File: src/core/usrx_pkg.sv
// constants for the asynchronous receive block: register map, fields, resets, states
`default_nettype none
package usrx_pkg;
    localparam int ADDR_W = 4;
    localparam int DATA_W = 8;
    localparam logic [3:0] ADDR_DATA = 4'h0;
    localparam logic [3:0] ADDR_STATUS = 4'h4;
    localparam logic [3:0] ADDR_MODE = 4'h8;
    localparam logic [3:0] ADDR_MASK = 4'hC;
    // mode register fields
    localparam int MODE_FACT_LSB = 0;
    localparam int MODE_LEN_LSB = 2;
    localparam int MODE_PAR_EN = 4;
    localparam int MODE_PAR_EVEN = 5;
    localparam int MODE_W = 6;
    localparam logic [5:0] MODE_RESET = 6'h2E;
    localparam logic [1:0] FACT_1X = 2'h1;
    localparam logic [1:0] FACT_16X = 2'h2;
    localparam logic [1:0] FACT_64X = 2'h3;
    localparam logic [6:0] DIV_1X = 7'h01;
    localparam logic [6:0] DIV_16X = 7'h10;
    localparam logic [6:0] DIV_64X = 7'h40;
    localparam logic [2:0] LEN_BASE = 3'h4;
    // status bit positions, mask shares the layout
    localparam int ST_RXAV = 0;
    localparam int ST_PERR = 1;
    localparam int ST_FERR = 2;
    localparam int ST_OVR = 3;
    localparam int ST_BRK = 4;
    localparam int ST_W = 5;
    localparam logic [4:0] STAT_RESET = 5'h00;
    localparam logic [4:0] MASK_RESET = 5'h00;
    // host pacing and status latency, in system clock periods
    localparam int CMD_GAP_ASYNC_CY = 8;
    localparam int CMD_GAP_SYNC_CY = 18;
    localparam int STATUS_LAT_CY = 28;
    typedef enum logic [2:0] {
        RX_IDLE = 3'b000,
        RX_START = 3'b001,
        RX_DATA = 3'b010,
        RX_PAR = 3'b011,
        RX_STOP = 3'b100,
        RX_BRK = 3'b101
    } usrx_state_t;
endpackage : usrx_pkg
`default_nettype wire

File: src/core/usrx_top.sv
// asynchronous receiver: start validation, break and parity flag behaviour, register port
//
// Our own choices: the placing of the registers and the strobed register port.
`timescale 1ns/1ps
`default_nettype none
module usrx_top (
    input wire logic clk,
    input wire logic nrst,
    input wire logic [3:0] addr,
    input wire logic [7:0] wdata,
    input wire logic wr,
    input wire logic rd,
    output logic [7:0] rdata,
    input wire logic receiver_bit_clock,
    input wire logic rxd,
    output logic rx_char_available,
    output logic irq
);
    logic rst_s1_r;
    logic rst_n;
    logic rxc_s1_r, rxc_s2_r, rxc_s3_r, rxc_q_r, rxc_prev_r;
    logic rxd_s1_r, rxd_s2_r, rxd_s3_r, rxd_q_r, rxd_prev_r;
    logic tick;
    logic line_rise;
    logic [5:0] mode_r;
    logic [4:0] mask_r;
    logic [4:0] stat_r;
    logic [4:0] ev_vec;
    logic [4:0] clr_vec;
    logic [7:0] rx_data_r;
    logic [7:0] shift_r;
    logic [7:0] rdata_r;
    logic irq_r;
    usrx_pkg::usrx_state_t state_r;
    logic [6:0] cnt_r;
    logic [6:0] ph_r;
    logic [2:0] bitn_r;
    logic zero_r;
    logic par_bit_r;
    logic ev_char_r, ev_early_r, ev_perr_r, ev_ferr_r, ev_ovr_r, ev_brk_r;
    logic [6:0] div;
    logic [6:0] half;
    logic [2:0] last_bit;
    logic par_bad;
    logic st_rd;
    logic dt_rd;

    // reset release through two flops
    always_ff @(posedge clk or negedge nrst) begin
        if (!nrst) begin
            rst_s1_r <= 1'b0;
            rst_n <= 1'b0;
        end else begin
            rst_s1_r <= 1'b1;
            rst_n <= rst_s1_r;
        end
    end

    // pin synchronisers: a change counts once the second and third stages agree
    always_ff @(posedge clk or negedge rst_n) begin
        if (!rst_n) begin
            rxc_s1_r <= 1'b0;
            rxc_s2_r <= 1'b0;
            rxc_s3_r <= 1'b0;
            rxc_q_r <= 1'b0;
            rxc_prev_r <= 1'b0;
            rxd_s1_r <= 1'b1;
            rxd_s2_r <= 1'b1;
            rxd_s3_r <= 1'b1;
            rxd_q_r <= 1'b1;
            rxd_prev_r <= 1'b1;
        end else begin
            rxc_s1_r <= receiver_bit_clock;
            rxc_s2_r <= rxc_s1_r;
            rxc_s3_r <= rxc_s2_r;
            if (rxc_s2_r == rxc_s3_r) begin
                rxc_q_r <= rxc_s3_r;
            end
            rxc_prev_r <= rxc_q_r;
            rxd_s1_r <= rxd;
            rxd_s2_r <= rxd_s1_r;
            rxd_s3_r <= rxd_s2_r;
            if (rxd_s2_r == rxd_s3_r) begin
                rxd_q_r <= rxd_s3_r;
            end
            rxd_prev_r <= rxd_q_r;
        end
    end

    assign tick = rxc_q_r & ~rxc_prev_r;
    assign line_rise = rxd_q_r & ~rxd_prev_r;

    always_comb begin
        unique case (mode_r[usrx_pkg::MODE_FACT_LSB +: 2])
            usrx_pkg::FACT_16X: div = usrx_pkg::DIV_16X;
            usrx_pkg::FACT_64X: div = usrx_pkg::DIV_64X;
            default: div = usrx_pkg::DIV_1X;
        endcase
    end
    assign half = div >> 1;
    assign last_bit = usrx_pkg::LEN_BASE + {1'b0, mode_r[usrx_pkg::MODE_LEN_LSB +: 2]};
    // even parity expects the xor of the data; unused high bits are held at zero
    assign par_bad = mode_r[usrx_pkg::MODE_PAR_EN]
        & (par_bit_r != ((^shift_r) ^ ~mode_r[usrx_pkg::MODE_PAR_EVEN]));

    // receive sequencer; only async reception, the mode field picks the factor
    always_ff @(posedge clk or negedge rst_n) begin
        if (!rst_n) begin
            state_r <= usrx_pkg::RX_IDLE;
            cnt_r <= 7'h00;
            ph_r <= 7'h00;
            bitn_r <= 3'h0;
            zero_r <= 1'b1;
            par_bit_r <= 1'b0;
            shift_r <= 8'h00;
            ev_char_r <= 1'b0;
            ev_early_r <= 1'b0;
            ev_perr_r <= 1'b0;
            ev_ferr_r <= 1'b0;
            ev_ovr_r <= 1'b0;
            ev_brk_r <= 1'b0;
        end else begin
            ev_char_r <= 1'b0;
            ev_early_r <= 1'b0;
            ev_perr_r <= 1'b0;
            ev_ferr_r <= 1'b0;
            ev_ovr_r <= 1'b0;
            ev_brk_r <= 1'b0;
            if (line_rise && state_r == usrx_pkg::RX_PAR && zero_r) begin
                // a break lifting in this gap leaves a parity error and no data
                ev_perr_r <= 1'b1;
                state_r <= usrx_pkg::RX_IDLE;
            end else if (tick) begin
                unique case (state_r)
                    usrx_pkg::RX_IDLE: begin
                        if (!rxd_q_r) begin
                            shift_r <= 8'h00;
                            bitn_r <= 3'h0;
                            zero_r <= 1'b1;
                            par_bit_r <= 1'b0;
                            if (div == usrx_pkg::DIV_1X) begin
                                ph_r <= 7'h00;
                                state_r <= usrx_pkg::RX_DATA;
                            end else begin
                                cnt_r <= 7'h01;
                                state_r <= usrx_pkg::RX_START;
                            end
                        end
                    end
                    usrx_pkg::RX_START: begin
                        if (rxd_q_r) begin
                            if (cnt_r < half) begin
                                state_r <= usrx_pkg::RX_IDLE;
                            end else begin
                                // exact half bit: kept as the flawed path, flags early
                                ev_early_r <= 1'b1;
                                ph_r <= 7'h01;
                                state_r <= usrx_pkg::RX_DATA;
                            end
                        end else if (cnt_r == half) begin
                            ph_r <= 7'h01;
                            state_r <= usrx_pkg::RX_DATA;
                        end else begin
                            cnt_r <= cnt_r + 7'h01;
                        end
                    end
                    usrx_pkg::RX_DATA, usrx_pkg::RX_PAR, usrx_pkg::RX_STOP: begin
                        if (ph_r == div - 7'h01) begin
                            ph_r <= 7'h00;
                            if (state_r == usrx_pkg::RX_DATA) begin
                                shift_r[bitn_r] <= rxd_q_r;
                                zero_r <= zero_r & ~rxd_q_r;
                                bitn_r <= bitn_r + 3'h1;
                                if (bitn_r == last_bit) begin
                                    state_r <= mode_r[usrx_pkg::MODE_PAR_EN] ? usrx_pkg::RX_PAR
                                        : usrx_pkg::RX_STOP;
                                end
                            end else if (state_r == usrx_pkg::RX_PAR) begin
                                par_bit_r <= rxd_q_r;
                                state_r <= usrx_pkg::RX_STOP;
                            end else if (!rxd_q_r && zero_r && !par_bit_r) begin
                                // whole frame low: a break, wait for the line quietly
                                ev_brk_r <= 1'b1;
                                state_r <= usrx_pkg::RX_BRK;
                            end else begin
                                ev_char_r <= 1'b1;
                                ev_perr_r <= par_bad;
                                ev_ferr_r <= ~rxd_q_r;
                                ev_ovr_r <= stat_r[usrx_pkg::ST_RXAV];
                                state_r <= usrx_pkg::RX_IDLE;
                            end
                        end else begin
                            ph_r <= ph_r + 7'h01;
                        end
                    end
                    usrx_pkg::RX_BRK: begin
                        if (rxd_q_r) begin
                            state_r <= usrx_pkg::RX_IDLE;
                        end
                    end
                    default: begin
                        state_r <= usrx_pkg::RX_IDLE;
                    end
                endcase
            end
        end
    end

    always_ff @(posedge clk or negedge rst_n) begin
        if (!rst_n) begin
            rx_data_r <= 8'h00;
        end else if (ev_char_r) begin
            rx_data_r <= shift_r;
        end
    end

    // software side; commands may come back to back, the host keeps its own gap
    always_ff @(posedge clk or negedge rst_n) begin
        if (!rst_n) begin
            mode_r <= usrx_pkg::MODE_RESET;
            mask_r <= usrx_pkg::MASK_RESET;
        end else if (wr) begin
            if (addr == usrx_pkg::ADDR_MODE) begin
                mode_r <= wdata[usrx_pkg::MODE_W-1:0];
            end
            if (addr == usrx_pkg::ADDR_MASK) begin
                mask_r <= wdata[usrx_pkg::ST_W-1:0];
            end
        end
    end

    assign st_rd = rd && addr == usrx_pkg::ADDR_STATUS;
    // a data read with nothing available just returns the old byte
    assign dt_rd = rd && addr == usrx_pkg::ADDR_DATA;
    assign ev_vec = {ev_brk_r, ev_ovr_r, ev_ferr_r, ev_perr_r, ev_char_r | ev_early_r};
    assign clr_vec = {st_rd, st_rd, st_rd, st_rd, dt_rd};

    // sticky flags: an event in the clearing cycle wins
    genvar gi;
    generate
        for (gi = 0; gi < usrx_pkg::ST_W; gi++) begin : g_stat
            always_ff @(posedge clk or negedge rst_n) begin
                if (!rst_n) begin
                    stat_r[gi] <= usrx_pkg::STAT_RESET[gi];
                end else if (ev_vec[gi]) begin
                    stat_r[gi] <= 1'b1;
                end else if (clr_vec[gi]) begin
                    stat_r[gi] <= 1'b0;
                end
            end
        end
    endgenerate

    always_ff @(posedge clk or negedge rst_n) begin
        if (!rst_n) begin
            rdata_r <= 8'h00;
            irq_r <= 1'b0;
        end else begin
            irq_r <= |(stat_r & mask_r);
            if (rd) begin
                unique case (addr)
                    usrx_pkg::ADDR_DATA: rdata_r <= rx_data_r;
                    usrx_pkg::ADDR_STATUS: rdata_r <= {3'h0, stat_r};
                    usrx_pkg::ADDR_MODE: rdata_r <= {2'h0, mode_r};
                    usrx_pkg::ADDR_MASK: rdata_r <= {3'h0, mask_r};
                    default: rdata_r <= 8'h00;
                endcase
            end else begin
                rdata_r <= 8'h00;
            end
        end
    end

    assign rdata = rdata_r;
    assign irq = irq_r;
    assign rx_char_available = stat_r[usrx_pkg::ST_RXAV];
endmodule : usrx_top
`default_nettype wire

File: config.mk
export PLATFORM = sky130hd
export DESIGN_NAME = usrx_top
export DESIGN_NICKNAME = d
export VERILOG_FILES = /design/src/core/usrx_pkg.sv /design/src/core/usrx_top.sv
export SDC_FILE = /design/constraint.sdc
export NUM_CORES = 1
export LEC_CHECK = 0
export ABC_AREA = 1
export BUFFER_PORTS_ARGS = -buffer_cell sky130_fd_sc_hd__buf_2
export CAP_MARGIN = 20
export CORE_MARGIN = 1.5
export CORE_UTILIZATION = 50
export DETAILED_ROUTE_END_ITERATION = 12
export GPL_ROUTABILITY_DRIVEN = 0
export PLACE_DENSITY = 0.7
export SLEW_MARGIN = 5
export SYNTH_ARGS = -nofsm -noshare
export SYNTH_HDL_FRONTEND = slang
export SYNTH_SLANG_ARGS = --single-unit
File: constraint.sdc
create_clock -name clk -period 3.3 [get_ports clk]
set_input_delay 0.66 -clock clk [delete_from_list [all_inputs] [get_ports clk]]
set_output_delay 0.66 -clock clk [all_outputs]
set_load 0.05 [all_outputs]
==> impl_metrics.py <==
metrics = {
    "outcome": {
        "status": "finished clean",
    },
    "finish": {
        "diodes": 0,
        "final_cell_mix": "nand2_1, dfrtp_1, inv_1",
        "area_growth_pct": 10.7,
        "drive_gt1_share_pct": 12.2,
        "finalNetCount": 552,
        "final_common_cell": "nand2_1",
    },
    "clock_tree": {
        "cts_max_path_buffers": 2,
        "cts_setup_buffers": 0,
        "tritoncts": "yes",
        "clk_latency_ps": 360,
        "ctsHoldBuffers": 0,
        "path_clk_slew_ps": 90,
        "cts_root_buf": "clkbuf_8",
        "ctsHtreeMaxLevel": 3,
        "post_cts_resized": 0,
        "numCtsBuffers": 9,
        "cts_sinks": 81,
    },
    "timing": {
        "setup_slack_ps": 978,
        "rsz0062_at_grt": "false",
        "period_needed_ps": 2320,
        "slew_viol_final": 0,
        "hold_viol": 0,
        "final-setup-viol-count": 0,
        "setup_tns_ps": 0,
        "finalClockSkew_ps": 8.37,
        "fmax_mhz": 431,
        "post-route-period-util_pct": 70.4,
    },
    "synthesis": {
        "synth_edf_count": 0,
        "ys_seq_area_share_pct": 50.1,
        "synth-compound-area-share_pct": 11.1,
        "synth_fa_ha_area_share_pct": 2.33,
        "postSynth.asyncResetShare_pct": 100,
        "synth_top_family_by_area": "simple AND/OR/NAND/NOR gates",
        "synth.net_count": 527,
        "synth.distinct_cells": 40,
        "synth.avg_cell_area_um2": 8.10,
        "muxShareOfSynthArea_pct": 0.553,
        "yosys_most_used_dff": "dfrtp_1",
        "synth-simple-area-share_pct": 25.6,
        "synth_seq_cells": 81,
        "synth_cells": 503,
        "netlist_area_mm2": 0.00407,
        "yosysWarnings": 0,
        "synth_xor_area_share_pct": 3.01,
    },
    "global_routing": {
        "grt_max_degree": 80,
        "overflow": 0,
        "grt_pass1_wl_mm": 14.3,
        "grt_usage_pct": 21.1,
        "antenna_found_initial": 0,
        "grt_pass1_vias": 3136,
    },
    "pwr": {
        "p_leak_nw": 2.16,
        "power_density_mw_per_mm2": 726,
        "ir_drop_v": 0.000434,
    },
    "worst_setup_path": {
        "critPathMostFrequentCell": "nand2_1",
        "crit_end": "state_r[2]",
        "critPathCaptureType": "flop",
        "startpoint_type": "flop",
        "cp-startpoint": "mode_r[1]",
        "path_max_fanout": 11,
        "regToRegEndpoint": "state_r[2]",
        "critPathArrivalTime_ps": 2580,
        "crit_type": "reg2reg",
        "cp_slowest_stage_delay_ps": 610,
        "cpMaxStageDelayCell": "dfstp_2",
        "cp_cell_sequence": "inv_1, nor2_1, nand2_1, nand2_1, nand3_1, nand2_1, nand2_1, nand2_1, nand2_1, nand2_1, nand2_1",
        "required_ps": 3560,
        "r2r_cells": 11,
        "r2r_slack_ps": 980,
        "timing.rr.start": "mode_r[1]",
    },
    "route": {
        "drc": 0,
        "drt-pass1-iter-count": 4,
        "drt_iter0_drc": 158,
        "finalWirelength_mm": 8.23,
        "routed_via_density": 5.11,
        "detailroute.via_count": 3243,
        "ant_nets": 0,
        "wl_per_cell_um": 13.0,
    },
    "min_path": {
        "hp-class": "in2async",
    },
    "die": {
        "pin_count": 28,
        "die_area_mm2": 0.00870,
        "rows": 32,
        "die_h_um": 93.3,
        "dieWidth_um": 93.3,
        "initial_utilization_pct": 52.2,
        "coreArea_mm2": 0.00781,
    },
    "place": {
        "dp_slack_ps": 1020,
        "dpl.hpwl_mm": 5.80,
        "io_buffers": 25,
    },
    "job": {
        "maxCapViolCount": 0,
    },
}
## flip-flops by register name (all words and copies together), names as in the netlist, 3 cells and up
| name | cells |
|---|---|
| state_r | 3 |
| stat_r | 4 |
| rdata | 8 |
| ph_r | 7 |
| mode_r | 6 |
| shift_r | 8 |
| mask_r | 5 |
| cnt_r | 7 |
| bitn_r | 3 |
| rx_data_r | 8 |
## synth_stat cells (2+ instances only)
| cell | count | area [µm²] |
|---|---|---|
| nand3b_1 | 2 | 15.0 |
| buf_2 | 3 | 15.0 |
| a31oi_1 | 2 | 12.5 |
| nand3_1 | 38 | 190 |
| o21ai_0 | 36 | 180 |
| buf_4 | 4 | 30.0 |
| nor4_1 | 2 | 12.5 |
| o21ai_1 | 20 | 100 |
| a211oi_1 | 2 | 15.0 |
| o211ai_1 | 2 | 15.0 |
| inv_1 | 61 | 229 |
| mux2_2 | 2 | 22.5 |
| nor3_1 | 4 | 20.0 |
| xor2_1 | 10 | 87.6 |
| xnor2_1 | 4 | 35.0 |
| o21bai_1 | 5 | 37.5 |
| dfrtp_1 | 71 | 1780 |
| nand4_1 | 8 | 50.1 |
| ha_1 | 6 | 75.1 |
| a21oi_1 | 3 | 15.0 |
| clkbuf_1 | 5 | 18.8 |
| dfstp_2 | 10 | 263 |
| maj3_1 | 2 | 20.0 |
| nand2_1 | 135 | 507 |
| nand2_2 | 3 | 18.8 |
| o22ai_1 | 4 | 25.0 |
| nor2_1 | 46 | 173 |
## power breakdown
group,total (mW),internal [mW],switching [mW]
combinational,1.07,0.354,0.718
clock,0.776,0.395,0.381
sequential,1.43,1.20,0.223
## worst min path at each step
stage	to	slack [ps]	depth (start not counted)
final	rst_n	70	1
after global routing	rst_n	50	1
after CTS	rst_n	60	1
after detailed placement	rxc_s2_r	340	0
after global placement	rst_n	340	0
after floorplan	rst_n	330	0
## routing by layer
layer  vias up  GRT usage [%]  wire (µm)  share of wire, %
li1       1676              -          -                 -
met1      1495           26.7       3850                47
met2        55           34.7       3880                47
met3        17           5.20        303               3.7
met4         0           8.33        197               2.4
met5         -              0          0                 0
## per-stage QoR
step	utilization (%)	instances	power, mW	area, µm²	hold slack, ps
floorplan	-	503	2.27	4070	331
global placement	54.6	618	2.47	4270	338
detailed placement	54.6	618	2.51	4270	338
CTS	57.4	634	3.29	4480	61.7
global route	57.8	635	3.52	4510	53.0
finish	57.8	635	3.27	4510	69.3
## worst max-delay path: cells and delay by family (launching register included)
kind                   cells  cell delay (ps)
flip-flops                 1              610
buffers and inverters      1              140
AND/OR/NAND/NOR           10             1460
## logic make-up (layout without fill, tap and decap cells)
logic type | after synthesis | count (layout)
and+or+nand+nor | 244 | 244
other | 1 | 1
AOI/OAI and AO/OA | 79 | 79
muxes | 2 | 2
DFF | 81 | 81
buffers and inverters | 74 | 104
xor gates and xnor gates | 14 | 14
adders and majority gates | 8 | 8
## area by class of cell
| type | count | area, µm² |
|---|---|---|
| Inverter | 62 | 233 |
| Clock inverter | 5 | 63.8 |
| Timing Repair Buffer | 26 | 153 |
| Clock buffer | 11 | 151 |
| Fill cell | 720 | 3300 |
| Tap cell | 102 | 128 |
| Sequential cell | 81 | 2040 |
| Multi-Input combinational cell | 348 | 1740 |
Note: power is estimated with default switching activity, not from simulation.
